## config.mk

```make
export PLATFORM = sky130hd
export DESIGN_NAME = arpwm_top
export DESIGN_NICKNAME = d
export VERILOG_FILES = /design/src/design/arpwm_pkg.sv /design/src/design/arpwm_channel.sv /design/src/design/arpwm_capture.sv /design/src/design/arpwm_top.sv
export SDC_FILE = /design/constraint.sdc
export NUM_CORES = 1
export LEC_CHECK = 0
export BUFFER_PORTS_ARGS = -buffer_cell sky130_fd_sc_hd__buf_2
export CAP_MARGIN = 0
export CORE_MARGIN = 2
export CORE_UTILIZATION = 64
export CTS_CLUSTER_SIZE = 20
export DETAILED_ROUTE_END_ITERATION = 10
export PLACE_DENSITY_LB_ADDON = 0.1
export SYNTH_ARGS = -nofsm -noshare
export SYNTH_HDL_FRONTEND = slang
export SYNTH_SLANG_ARGS = --single-unit
```

## constraint.sdc

```tcl
create_clock -name mclk -period 5 [get_ports mclk]
set_clock_uncertainty 0.05 [all_clocks]
set_input_delay 0.5 -clock mclk [delete_from_list [all_inputs] [get_ports mclk]]
set_output_delay 0.5 -clock mclk [all_outputs]
set_load 0.02 [all_outputs]
```

## src/design/arpwm_pkg.sv

```systemverilog
/*
 Shared constants, register indices, field positions and bus carriers
 for the auto-reload PWM and capture timer.
 Assumes an APB master with 32-bit data and word-aligned accesses.
*/
package arpwm_pkg;
   localparam int ADDR_W = 10;
   localparam int DATA_W = 32;
   localparam int REG_W = 8;
   localparam int CH_N = 4;
   localparam int CAP_N = 2;
   localparam int PRESC_W = 7;
   localparam int IDX_W = ADDR_W - 2;

   // Register indices; byte address is four times the index
   localparam logic [IDX_W-1:0] IDX_DUTY3 = 8'h73;
   localparam logic [IDX_W-1:0] IDX_DUTY2 = 8'h74;
   localparam logic [IDX_W-1:0] IDX_DUTY1 = 8'h75;
   localparam logic [IDX_W-1:0] IDX_DUTY0 = 8'h76;
   localparam logic [IDX_W-1:0] IDX_OUT_CTRL = 8'h77;
   localparam logic [IDX_W-1:0] IDX_TIMER_CS = 8'h78;
   localparam logic [IDX_W-1:0] IDX_CNT_ACCESS = 8'h79;
   localparam logic [IDX_W-1:0] IDX_RELOAD = 8'h7a;
   localparam logic [IDX_W-1:0] IDX_CAP_CS = 8'h7b;
   localparam logic [IDX_W-1:0] IDX_CAP_DATA1 = 8'h7c;
   localparam logic [IDX_W-1:0] IDX_CAP_DATA2 = 8'h7d;
   localparam logic [IDX_W-1:0] IDX_IRQ_STATUS = 8'h7e;
   localparam logic [IDX_W-1:0] IDX_IRQ_MASK = 8'h7f;

   // Output control fields
   localparam int OC_EN_LSB = 4;
   localparam int OC_POL_LSB = 0;
   // Timer control/status fields
   localparam int CS_EXT = 7;
   localparam int CS_CC_LSB = 4;
   localparam int CS_CC_W = 3;
   localparam int CS_RUN = 3;
   localparam int CS_FRL = 2;
   localparam int CS_OIE = 1;
   localparam int CS_OVF = 0;
   // Capture control/status fields
   localparam int CC_EDGE_LSB = 4;
   localparam int CC_IE_LSB = 2;
   localparam int CC_FLAG_LSB = 0;
   // Interrupt status and mask fields
   localparam int IRQ_OVF = 0;
   localparam int IRQ_CAP_LSB = 1;
   localparam int IRQ_W = 3;

   localparam logic [REG_W-1:0] REG_RESET = 8'h00;
   localparam logic [REG_W-1:0] CNT_TOP = 8'hff;

   typedef struct packed {
      logic psel;
      logic penable;
      logic pwrite;
      logic [ADDR_W-1:0] paddr;
      logic [DATA_W-1:0] pwdata;
   } arpwm_apb_req_s;

   typedef struct packed {
      logic pready;
      logic pslverr;
      logic [DATA_W-1:0] prdata;
   } arpwm_apb_rsp_s;

   typedef enum logic {
      BUS_SETUP = 1'b0,
      BUS_ACCESS = 1'b1
   } arpwm_bus_e;
endpackage

```

## src/design/arpwm_channel.sv

```systemverilog
/*
 One PWM output channel: compare register, polarity and pin mux.
 Assumes reload is a one-cycle pulse on each counter reload.
*/
`timescale 1ns/1ns
module arpwm_channel #(
   parameter int W = 8
) (
   input wire logic mclk,
   input wire logic reset_n,
   input wire logic ce,
   input wire logic reload,
   input wire logic [W-1:0] counter,
   input wire logic [W-1:0] duty_value,
   input wire logic pwm_polarity,
   input wire logic enable,
   input wire logic port_level,
   output logic pin,
   output logic oe
);
   logic [W-1:0] channel_compare;
   logic level;

   // Compare takes the duty value at the common first edge
   always_ff @(posedge mclk or negedge reset_n) begin
      if (!reset_n) begin
         channel_compare <= '0;
      end else if (ce && reload) begin
         channel_compare <= duty_value;
      end
   end

   // Polarity acts at once, not at the next reload
   assign level = (counter <= channel_compare) ^ pwm_polarity;

   always_ff @(posedge mclk or negedge reset_n) begin
      if (!reset_n) begin
         pin <= 1'b0;
         oe <= 1'b0;
      end else if (ce) begin
         pin <= enable ? level : port_level;
         oe <= enable;
      end
   end
endmodule

```

## src/design/arpwm_capture.sv

```systemverilog
/*
 One input capture channel: edge detection and counter latch.
 Assumes the capture input is synchronous to mclk.
*/
`timescale 1ns/1ns
module arpwm_capture #(
   parameter int W = 8
) (
   input wire logic mclk,
   input wire logic reset_n,
   input wire logic ce,
   input wire logic cap_in,
   input wire logic rising_sel,
   input wire logic [W-1:0] counter,
   output logic event_pulse,
   output logic [W-1:0] captured_count
);
   logic prev;
   logic primed;
   logic hit;

   // Falling edge when select is zero, rising when one
   assign hit = primed && (rising_sel ? (cap_in && !prev)
                                      : (!cap_in && prev));

   // First cycle after reset only learns the input level
   always_ff @(posedge mclk or negedge reset_n) begin
      if (!reset_n) begin
         prev <= 1'b0;
         primed <= 1'b0;
      end else if (ce) begin
         prev <= cap_in;
         primed <= 1'b1;
      end
   end

   always_ff @(posedge mclk or negedge reset_n) begin
      if (!reset_n) begin
         captured_count <= '0;
         event_pulse <= 1'b0;
      end else if (ce) begin
         event_pulse <= hit;
         if (hit) begin
            captured_count <= counter;
         end
      end
   end
endmodule

```

## src/design/arpwm_top.sv

```systemverilog
/*
 Auto-reload 8-bit timer with four PWM outputs and two input captures,
 reached over an APB slave port with registers at four times their index.
 Assumes pins are synchronous to mclk and a pin mux outside uses pwm_oe.
*/
//
// Behaviour
// - Bits 7:4 of output control enable each PWM channel onto its pin.
// - A polarity change inverts the output at once, not at reload.
// - Each duty register feeds its compare; the first edge is at reload.
// - Bits 7:6 of capture control/status always read zero.
// - Capture edge select zero means falling edge, one means rising.
// - Each capture channel has its own interrupt enable bit.
// - A capture sets its flag; reading its data register clears it.
// - A capture copies the counter into read-only capture data.
// - Registers decode at consecutive indices 73h to 7Fh in listed order.
// - Overflow sets a flag, cleared by reading control/status, with irq.
// - On overflow the reload value is loaded and outputs are updated.
// - A three-bit field divides the input clock by 1 up to 128.
// - Force reload loads the counter, clears the prescaler, reads zero.
`timescale 1ns/1ns
module arpwm_top #(
   parameter int W = arpwm_pkg::REG_W,
   parameter int CH_N = arpwm_pkg::CH_N,
   parameter int CAP_N = arpwm_pkg::CAP_N
) (
   input wire logic mclk,
   input wire logic reset_n,
   input wire logic ce,
   input wire arpwm_pkg::arpwm_apb_req_s apb_req,
   output arpwm_pkg::arpwm_apb_rsp_s apb_rsp,
   input wire logic ext_clk_in,
   input wire logic [CAP_N-1:0] capture_in,
   input wire logic [CH_N-1:0] port_level,
   output logic [CH_N-1:0] pwm_output,
   output logic [CH_N-1:0] pwm_oe,
   output logic overflow_irq,
   output logic [CAP_N-1:0] capture_irq,
   output logic irq
);
   import arpwm_pkg::*;

   arpwm_bus_e bus_state;
   logic [W-1:0] duty_reg [CH_N];
   logic [W-1:0] output_control_reg;
   logic ext_clock_select;
   logic [CS_CC_W-1:0] prescale_select;
   logic counter_run;
   logic overflow_irq_enable;
   logic overflow_flag;
   logic [W-1:0] counter;
   logic [W-1:0] reload_value_reg;
   logic [CAP_N-1:0] capture_edge;
   logic [CAP_N-1:0] capture_irq_enable;
   logic [CAP_N-1:0] capture_flag;
   logic [CAP_N-1:0] cap_event;
   logic [W-1:0] capture_data_reg [CAP_N];
   logic [IRQ_W-1:0] irq_status;
   logic [IRQ_W-1:0] irq_mask;
   logic [PRESC_W-1:0] prescaler;
   logic [PRESC_W-1:0] presc_mask;
   logic ext_prev;
   logic input_tick;
   logic count_tick;
   logic ovf_evt;
   logic force_reload;
   logic reload_evt;
   logic [IDX_W-1:0] idx;
   logic done;
   logic wr_en;
   logic rd_en;
   logic [W-1:0] wbyte;
   logic [W-1:0] next_rdata;
   logic next_err;

   // Bus decode
   assign idx = apb_req.paddr[ADDR_W-1:2];
   assign done = ce && apb_req.psel && apb_req.penable && apb_rsp.pready;
   assign wr_en = done && apb_req.pwrite && !apb_rsp.pslverr;
   assign rd_en = done && !apb_req.pwrite && !apb_rsp.pslverr;
   assign wbyte = apb_req.pwdata[W-1:0];

   assign force_reload = wr_en && (idx == IDX_TIMER_CS) &&
                         wbyte[CS_FRL];

   // Prescaler and counter clocking
   assign presc_mask = PRESC_W'((8'h01 << prescale_select) - 8'h01);
   assign input_tick = counter_run &&
                       (ext_clock_select ? (ext_clk_in && !ext_prev)
                                         : 1'b1);
   assign count_tick = input_tick &&
                       ((prescaler & presc_mask) == presc_mask);
   assign ovf_evt = count_tick && (counter == CNT_TOP);
   assign reload_evt = ovf_evt || force_reload;

   always_ff @(posedge mclk or negedge reset_n) begin
      if (!reset_n) begin
         ext_prev <= 1'b0;
      end else if (ce) begin
         ext_prev <= ext_clk_in;
      end
   end

   always_ff @(posedge mclk or negedge reset_n) begin
      if (!reset_n) begin
         prescaler <= '0;
      end else if (ce) begin
         if (force_reload) begin
            prescaler <= '0;
         end else if (count_tick) begin
            prescaler <= '0;
         end else if (input_tick) begin
            prescaler <= prescaler + 1'b1;
         end
      end
   end

   always_ff @(posedge mclk or negedge reset_n) begin
      if (!reset_n) begin
         counter <= REG_RESET;
      end else if (ce) begin
         if (force_reload) begin
            counter <= reload_value_reg;
         end else if (wr_en && idx == IDX_CNT_ACCESS) begin
            counter <= wbyte;
         end else if (ovf_evt) begin
            counter <= reload_value_reg;
         end else if (count_tick) begin
            counter <= counter + 1'b1;
         end
      end
   end

   // Software-written configuration
   always_ff @(posedge mclk or negedge reset_n) begin
      if (!reset_n) begin
         for (int i = 0; i < CH_N; i++) begin
            duty_reg[i] <= REG_RESET;
         end
         output_control_reg <= REG_RESET;
         reload_value_reg <= REG_RESET;
      end else if (wr_en) begin
         if (idx == IDX_DUTY3) begin
            duty_reg[3] <= wbyte;
         end else if (idx == IDX_DUTY2) begin
            duty_reg[2] <= wbyte;
         end else if (idx == IDX_DUTY1) begin
            duty_reg[1] <= wbyte;
         end else if (idx == IDX_DUTY0) begin
            duty_reg[0] <= wbyte;
         end else if (idx == IDX_OUT_CTRL) begin
            output_control_reg <= wbyte;
         end else if (idx == IDX_RELOAD) begin
            reload_value_reg <= wbyte;
         end
      end
   end

   always_ff @(posedge mclk or negedge reset_n) begin
      if (!reset_n) begin
         ext_clock_select <= 1'b0;
         prescale_select <= '0;
         counter_run <= 1'b0;
         overflow_irq_enable <= 1'b0;
      end else if (wr_en && idx == IDX_TIMER_CS) begin
         ext_clock_select <= wbyte[CS_EXT];
         prescale_select <= wbyte[CS_CC_LSB +: CS_CC_W];
         counter_run <= wbyte[CS_RUN];
         overflow_irq_enable <= wbyte[CS_OIE];
      end
   end

   always_ff @(posedge mclk or negedge reset_n) begin
      if (!reset_n) begin
         capture_edge <= '0;
         capture_irq_enable <= '0;
      end else if (wr_en && idx == IDX_CAP_CS) begin
         capture_edge <= wbyte[CC_EDGE_LSB +: CAP_N];
         capture_irq_enable <= wbyte[CC_IE_LSB +: CAP_N];
      end
   end

   always_ff @(posedge mclk or negedge reset_n) begin
      if (!reset_n) begin
         irq_mask <= '0;
      end else if (wr_en && idx == IDX_IRQ_MASK) begin
         irq_mask <= wbyte[IRQ_W-1:0];
      end
   end

   // Flags: a set in the clearing cycle wins
   always_ff @(posedge mclk or negedge reset_n) begin
      if (!reset_n) begin
         overflow_flag <= 1'b0;
      end else if (ce) begin
         if (ovf_evt) begin
            overflow_flag <= 1'b1;
         end else if (rd_en && idx == IDX_TIMER_CS) begin
            overflow_flag <= 1'b0;
         end
      end
   end

   always_ff @(posedge mclk or negedge reset_n) begin
      if (!reset_n) begin
         capture_flag <= '0;
      end else if (ce) begin
         for (int c = 0; c < CAP_N; c++) begin
            if (cap_event[c]) begin
               capture_flag[c] <= 1'b1;
            end else if (rd_en && idx == IDX_CAP_DATA1 + IDX_W'(c)) begin
               capture_flag[c] <= 1'b0;
            end
         end
      end
   end

   always_ff @(posedge mclk or negedge reset_n) begin
      if (!reset_n) begin
         irq_status <= '0;
      end else if (ce) begin
         if (wr_en && idx == IDX_IRQ_STATUS) begin
            irq_status <= (irq_status & ~wbyte[IRQ_W-1:0]) |
                          {cap_event, ovf_evt};
         end else begin
            irq_status <= irq_status | {cap_event, ovf_evt};
         end
      end
   end

   // Interrupt outputs
   always_ff @(posedge mclk or negedge reset_n) begin
      if (!reset_n) begin
         overflow_irq <= 1'b0;
         capture_irq <= '0;
         irq <= 1'b0;
      end else if (ce) begin
         overflow_irq <= overflow_flag && overflow_irq_enable;
         capture_irq <= capture_flag & capture_irq_enable;
         irq <= |(irq_status & irq_mask);
      end
   end

   // Read data mux
   always_comb begin
      next_rdata = REG_RESET;
      next_err = 1'b0;
      if (idx == IDX_DUTY3) begin
         next_rdata = duty_reg[3];
      end else if (idx == IDX_DUTY2) begin
         next_rdata = duty_reg[2];
      end else if (idx == IDX_DUTY1) begin
         next_rdata = duty_reg[1];
      end else if (idx == IDX_DUTY0) begin
         next_rdata = duty_reg[0];
      end else if (idx == IDX_OUT_CTRL) begin
         next_rdata = output_control_reg;
      end else if (idx == IDX_TIMER_CS) begin
         next_rdata[CS_EXT] = ext_clock_select;
         next_rdata[CS_CC_LSB +: CS_CC_W] = prescale_select;
         next_rdata[CS_RUN] = counter_run;
         next_rdata[CS_FRL] = 1'b0;
         next_rdata[CS_OIE] = overflow_irq_enable;
         next_rdata[CS_OVF] = overflow_flag;
      end else if (idx == IDX_CNT_ACCESS) begin
         next_rdata = counter;
      end else if (idx == IDX_RELOAD) begin
         next_rdata = reload_value_reg;
      end else if (idx == IDX_CAP_CS) begin
         // Top bits stay zero
         next_rdata[CC_EDGE_LSB +: CAP_N] = capture_edge;
         next_rdata[CC_IE_LSB +: CAP_N] = capture_irq_enable;
         next_rdata[CC_FLAG_LSB +: CAP_N] = capture_flag;
      end else if (idx == IDX_CAP_DATA1) begin
         next_rdata = capture_data_reg[0];
      end else if (idx == IDX_CAP_DATA2) begin
         next_rdata = capture_data_reg[1];
      end else if (idx == IDX_IRQ_STATUS) begin
         next_rdata[IRQ_W-1:0] = irq_status;
      end else if (idx == IDX_IRQ_MASK) begin
         next_rdata[IRQ_W-1:0] = irq_mask;
      end else begin
         next_err = 1'b1;
      end
   end

   // APB answer: ready in the first access cycle
   always_ff @(posedge mclk or negedge reset_n) begin
      if (!reset_n) begin
         bus_state <= BUS_SETUP;
         apb_rsp <= '0;
      end else if (ce) begin
         case (bus_state)
            BUS_SETUP: begin
               if (apb_req.psel && !apb_req.penable) begin
                  bus_state <= BUS_ACCESS;
                  apb_rsp.pready <= 1'b1;
                  apb_rsp.pslverr <= next_err;
                  apb_rsp.prdata <= apb_req.pwrite ? '0
                                    : DATA_W'(next_rdata);
               end
            end
            BUS_ACCESS: begin
               bus_state <= BUS_SETUP;
               apb_rsp <= '0;
            end
            default: begin
               bus_state <= BUS_SETUP;
            end
         endcase
      end
   end

   // PWM channels
   for (genvar g = 0; g < CH_N; g++) begin : g_pwm
      arpwm_channel #(
         .W(W)
      ) u_channel (
         .mclk(mclk),
         .reset_n(reset_n),
         .ce(ce),
         .reload(reload_evt),
         .counter(counter),
         .duty_value(duty_reg[g]),
         .pwm_polarity(output_control_reg[OC_POL_LSB + g]),
         .enable(output_control_reg[OC_EN_LSB + g]),
         .port_level(port_level[g]),
         .pin(pwm_output[g]),
         .oe(pwm_oe[g])
      );
   end

   // Capture channels
   for (genvar g = 0; g < CAP_N; g++) begin : g_cap
      arpwm_capture #(
         .W(W)
      ) u_capture (
         .mclk(mclk),
         .reset_n(reset_n),
         .ce(ce),
         .cap_in(capture_in[g]),
         .rising_sel(capture_edge[g]),
         .counter(counter),
         .event_pulse(cap_event[g]),
         .captured_count(capture_data_reg[g])
      );
   end
endmodule

```

# Yosys cells after proc, flatten, opt, wreduce, memory -nomap -nowiden
# Index checks and enable logic that the tools add are counted.
# W data, S select, Z words.
# classes
magnitude_cmp	4
eq_ne	16
bitwise	17
n_reduce_logical	58
shifts	1
n_mux	54
add_sub_neg	3
# ops
op	count
$mux W8	14
$eq A8 B7 Y1 const B	13
$pmux W34 S2	1
$mux W34	1
$le A8 B8 Y1	4
$logic_and A1 B1 Y1	29
$mux W1	27
$mux W7	3
$reduce_and A2 Y1	9
$mux W3	4
$add A8 B1 Y8 const B	1
$eq A8 B8 Y1 const B	1
$logic_not A1 Y1	8
$add A7 B1 Y7 const B	1
$and A7 B7 Y7	1
$eq A7 B7 Y1	1
$reduce_and A7 Y1	1
$shl A1 B3 Y7 const A	1
$sub A7 B1 Y7 const B	1
$and A3 B3 Y3	2
$mux W6	1
$not A1 Y1	6
$or A3 B3 Y3	2
$reduce_and A6 Y1	1
15 further kinds	20
# word_totals
output_inout_bits	46
reg_bits	183
inputBits	55

# Depth between registers and ports, before layout
# logic_depth
word_depth	17
ltp_mapped	9

# By module
# Synthesis repeated with hierarchy kept, for this count alone.
# hier_totals
cells_unflattened	922
area_unflattened_um2	9361.5
# by_module_without_submodules
module	cells_each	seq_area_each_um2	instances	area_each_um2
arpwm_top	572	2452.4	1	5677.9
arpwm_channel	53	250.2	4	594.3
arpwm_capture	69	275.3	2	653.1

# Worst setup path after synthesis
# OpenSTA, ideal clock, no wires.
# synth_timing
path_kind	input -> register
from	in apb_req[36] (netlist bit)
to	reg prescaler[2]
path_stages	6
arrival_time_ps	2039
path_buffers	1
setup_time_ps	118
path_slack_ps	2793
path_cell_list	buf_6 or4b_4 or4_4 a21oi_2 o21ai_1 a21o_1
# synth_via
elab_chain_cells	5
word_cells_on_any_way	6
cone_classes	1 x eq/ne; 1 x mux; 4 x reduce/logical
# synth_rtl
element	line_no	rtl
start, declared	arpwm_top.sv:30	input wire arpwm_pkg::arpwm_apb_req_s apb_req,
$eq A8 B7 Y1 (*)	arpwm_top.sv:83	assign force_reload = wr_en && (idx == IDX_TIMER_CS) &&
$logic_and A1 B1 Y1 (*) (2 in a row)	arpwm_top.sv:83	
$reduce_bool A3 Y1 (no line)	--	
$reduce_and A2 Y1 (no line)	--	
end signal, assigned	arpwm_top.sv:113	prescaler <= prescaler + 1'b1;
end, declared	arpwm_top.sv:60	logic [PRESC_W-1:0] prescaler;
# Mark *: on every way between the ends. The rest lies on a longest branch, timed or not.
# A chain may end at the register's enable or synchronous reset.

# Final worst setup path
# layout_timing
from	reg counter[1]
to	reg g_pwm[2].u_channel.channel_compare[0]
# layout_via
elab_chain_cells	4
# layout_rtl
element	line_no	rtl
start, declared	arpwm_top.sv:51	logic [W-1:0] counter;
start signal, assigned	arpwm_top.sv:123	counter <= reload_value_reg;
start signal, assigned	arpwm_top.sv:125	counter <= wbyte;
start signal, assigned	arpwm_top.sv:127	counter <= reload_value_reg;
$eq A8 B8 Y1	arpwm_top.sv:93	assign ovf_evt = count_tick && (counter == CNT_TOP);
$logic_and A1 B1 Y1	arpwm_top.sv:93	
$logic_or A1 B1 Y1	arpwm_top.sv:94	assign reload_evt = ovf_evt || force_reload;
$logic_and A1 B1 Y1	arpwm_channel.sv:28	end else if (ce && reload) begin
end signal, assigned	arpwm_channel.sv:29	channel_compare <= duty_value;
end, declared	arpwm_channel.sv:21	logic [W-1:0] channel_compare;
# Every way passes these cells.

==> key figures <==
STA
  – Final setup vio count: 0
  – Fmax: 334 MHz
  – Final WS setup: 2010 ps
  – Post-route minimum period: 2990 ps
  – RSZ-0062 raised after global routing: false
  – WHS: 63.6 ps
  – Setup TNS: 0 ps
  – Hold violation count in the final report: 0
  – Fin. max-slew vios: 0
  – Period Utilization, post-route: 59.9%
  – Worst-Margin Slew: 1140 ps
  – Slew HR: 23.4%

Synthesis
  – Largest family of logic cells by synthesized area: multiplexers
  – Primary FF master, synth: dfrtp_1
  – Avg Cell Area, Syn: 10.6 µm²
  – Mapped Cells: 837
  – Post-synth EDFFs: 0
  – Synthesized cell area: 0.00887 mm²
  – Library cells used by synthesis: 87
  – Simple-gate area share of the yosys netlist: 12.3%
  – Post-synth ARST share: 100%
  – Multiplexer share of the synthesized area: 16.4%
  – XOR/XNOR share of the synthesized area: 0.889%
  – Ys Warns: 0
  – Adder-cell share of the synthesized area: 4.80%
  – #FFs+latches synth: 159
  – Compound-Gate Fraction of Synth Area: 14.3%
  – Register area share after synthesis: 44.9%

Cells and area
  – Post-route cell area: 0.00969 mm²
  – Synthesis-to-layout area growth: 9.22%
  – Antenna fix cells: 0
  – Fin cells: 1062
  – Proportion of layout cells with a drive suffix above 1: 21.9%
  – Layout net count: 960

Floorplanning
  – Die X: 122 µm
  – Die extent in y: 122 µm
  – Num ports: 101
  – Die footprint: 0.0148 mm²
  – Core Region: 0.0137 mm²
  – # rows: 43
  – Initial core utilization: 64.7%

Pwr
  – Clock power frac: 46.1%
  – Combinational share of power: 7.8%
  – Sw power: 692 µW
  – Switching share of total power: 24.2%
  – Power per cell area: 296 mW/mm²
  – Static Leakage: 4.77 nW
  – Part of the power in registers: 46.1%
  – Maximum vdd drop: 0.000220 V
  – P_int: 2.17 mW

Worst setup path
  – Crit path buffers/inverters: 1
  – Startpoint Class: flip-flop
  – CP Capture Type: flip-flop
  – Critical Path Max Stage Delay: 690 ps
  – Worst path cell trace: ha_1 -> nand3_1 -> nor2_1 -> nand3_1 -> nor3_2 -> o21ai_2 -> buf_4 -> mux2_1
  – Worst-path fanout max: 32
  – Worst endpoint required time: 5260 ps
  – CP most frequent cell: nand3_1
  – Worst Path Arrival: 3250 ps
  – Crit-path slowest cell: dfrtp_1
  – Start-to-end type of the worst setup path: reg2reg
  – Cell family with most CP delay: simple AND/OR/NAND/NOR gates

CTS
  – Clock slew at reported path FFs: 60 ps
  – CTS buffer count: 17
  – Clk root buf: clkbuf_16
  – Htree depth: 4
  – Post-CTS Hold Fix Bufs: 0
  – Clk sink count: 159
  – Gates resized, CTS repair: 0
  – Longest Clk Path Bufs: 2
  – CTS tree: done
  – Latest clock arrival within the worst-skew pair: 430 ps
  – Post CTS Setup Buffer Count: 0

GRT
  – Initial antenna violation count: 0
  – Met2 Use GR: 56.0%
  – GR Util met1: 48.6%
  – First-pass GRT wire length: 38900 µm
  – GRT busiest layer: met2
  – Vias in the first global route: 6809
  – Largest net degree at the start of global routing: 85
  – Total grt overflow: 0
  – M3 GR Usage: 6.69%
  – Overall routing resource usage: 35.7%

Min path
  – Hold Path Class: in2async

Routing
  – Antenna-violating nets left: 0
  – DRC Markers: 0
  – Post-DR wirelength/cell: 23.3 µm
  – First-pass iteration count of the detailed router: 5
  – Drt via density: 6.50
  – Vias: 6907
  – Initial drt markers: 723
  – Final wirelength: 24800 µm

Place
  – Place WS: 1990 ps
  – Dpl cells: 1032
  – Final Wtd Congestion: 0.978
  – HPWL after DPL: 17400 µm
  – Placed inst area: 0.00909 mm²
  – PortBufs: 50

Job
  – Maximum capacitance violations: 0

Status
  – Status: finished clean
## power groups by stage
stage          Sequential (mW)  Combinational (mW)  Clock [mW]
4_1_cts                   1.32               0.222        1.33
2_1_floorplan             1.34               0.143           0
3_5_place_dp              1.34               0.221           0
5_1_grt                   1.32               0.244        1.39
6_report                  1.32               0.224        1.32
3_3_place_gp              1.34               0.216           0
## synthesized netlist by cell type (3+ instances only)
library cell  instances  area (µm²)
a211oi_1              5        37.5
a21o_1               18         135
a21oi_1              27         135
a221oi_1              6        52.6
a22o_1                8        70.1
a31oi_1              10        62.6
a32oi_1               3        26.3
and3_1               12        75.1
buf_1                 3        11.3
buf_2                11        55.1
buf_4                32         240
clkbuf_1             16        60.1
dfrtp_1             159        3980
ha_1                 34         425
inv_1                46         173
mux2_1               31         349
mux2_2               78         878
mux2i_1              15         150
nand2_1              64         240
nand2b_1              8        50.1
nand3_1              20         100
nand4_1               8        50.1
nor2_1               43         161
nor2b_1              14        87.6
nor3_1               10        50.1
nor3b_1               3        22.5
nor4_1                3        18.8
o21a_1                4        30.0
o21ai_0              39         195
o21ai_1              19        95.1
o221ai_1              6        52.6
o22ai_1               3        18.8
o31ai_1               6        45.0
xor2_1                7        61.3
## through the flow
step | util, % | total power [mW]
2_1_floorplan | - | 1.49
3_3_place_gp | 66.3 | 1.56
3_5_place_dp | 66.3 | 1.56
4_1_cts | 70.6 | 2.87
5_1_grt | 70.6 | 2.95
6_report | 70.6 | 2.86
## cell usage in the layout, fill, tap and decap left out, drive strengths merged, types with 21 or more instances in the layout
master,instances
a21oi,28
buf,56
conb,24
dfrtp,159
ha,34
inv,49
mux2,111
nand2,64
nand3,21
nor2,46
o21ai,60
## per-layer routing
metal  share of wire [%]  up-vias  wire, µm
met1                  42     3435     10300
met4                 4.0        0       991
met3                 8.0       75      1990
met5                   0        -         0
met2                  46      348     11500
li1                    -     3049         -
## worst paths after layout
check	slack (ps)	from	end	cells past startpoint
setup reg to reg	2010	counter[1]$_DFFE_PN0P_	g_pwm[2].u_channel.channel_compare[0]$_DFFE_PN0P_	8
min in group mclk	260	ext_clk_in	ext_prev$_DFFE_PN0P_	2
hold / removal	60	reset_n	prescaler[3]$_DFFE_PN0P_	1
setup / recovery	2010	counter[1]$_DFFE_PN0P_	g_pwm[2].u_channel.channel_compare[0]$_DFFE_PN0P_	8
hold reg to reg	430	g_cap[1].u_capture.primed$_DFFE_PN0P_	g_cap[1].u_capture.primed$_DFFE_PN0P_	1
max in group asynchronous	3740	reset_n	g_pwm[3].u_channel.channel_compare[5]$_DFFE_PN0P_	2
## cell families (layout without fill, tap and decap cells)
| logic type | after synthesis | in the layout |
|---|---|---|
| xor gates and xnor gates | 9 | 9 |
| and+or+nand+nor | 210 | 210 |
| buffers and inverters | 112 | 134 |
| AOI/OAI and AO/OA | 184 | 184 |
| adders and majority gates | 34 | 34 |
| muxes | 128 | 128 |
| other | 1 | 24 |
| DFF | 159 | 159 |
## layout make-up
class | count | area, µm²
clock buffer | 20 | 457
multi-input combinational | 589 | 4410
clock inverter | 10 | 138
sequential | 159 | 3980
inverter | 48 | 180
fill | 1024 | 4030
tap | 180 | 225
timing repair buffer | 56 | 302
## worst reg2reg max path: stages, from the launching register on
cell and delay [ps]:
dfrtp_1 690, ha_1 300, nand3_1 150, nor2_1 240
nand3_1 140, nor3_2 470, o21ai_2 120, buf_4 300
mux2_1 400
(Power assumes the default switching activity.)
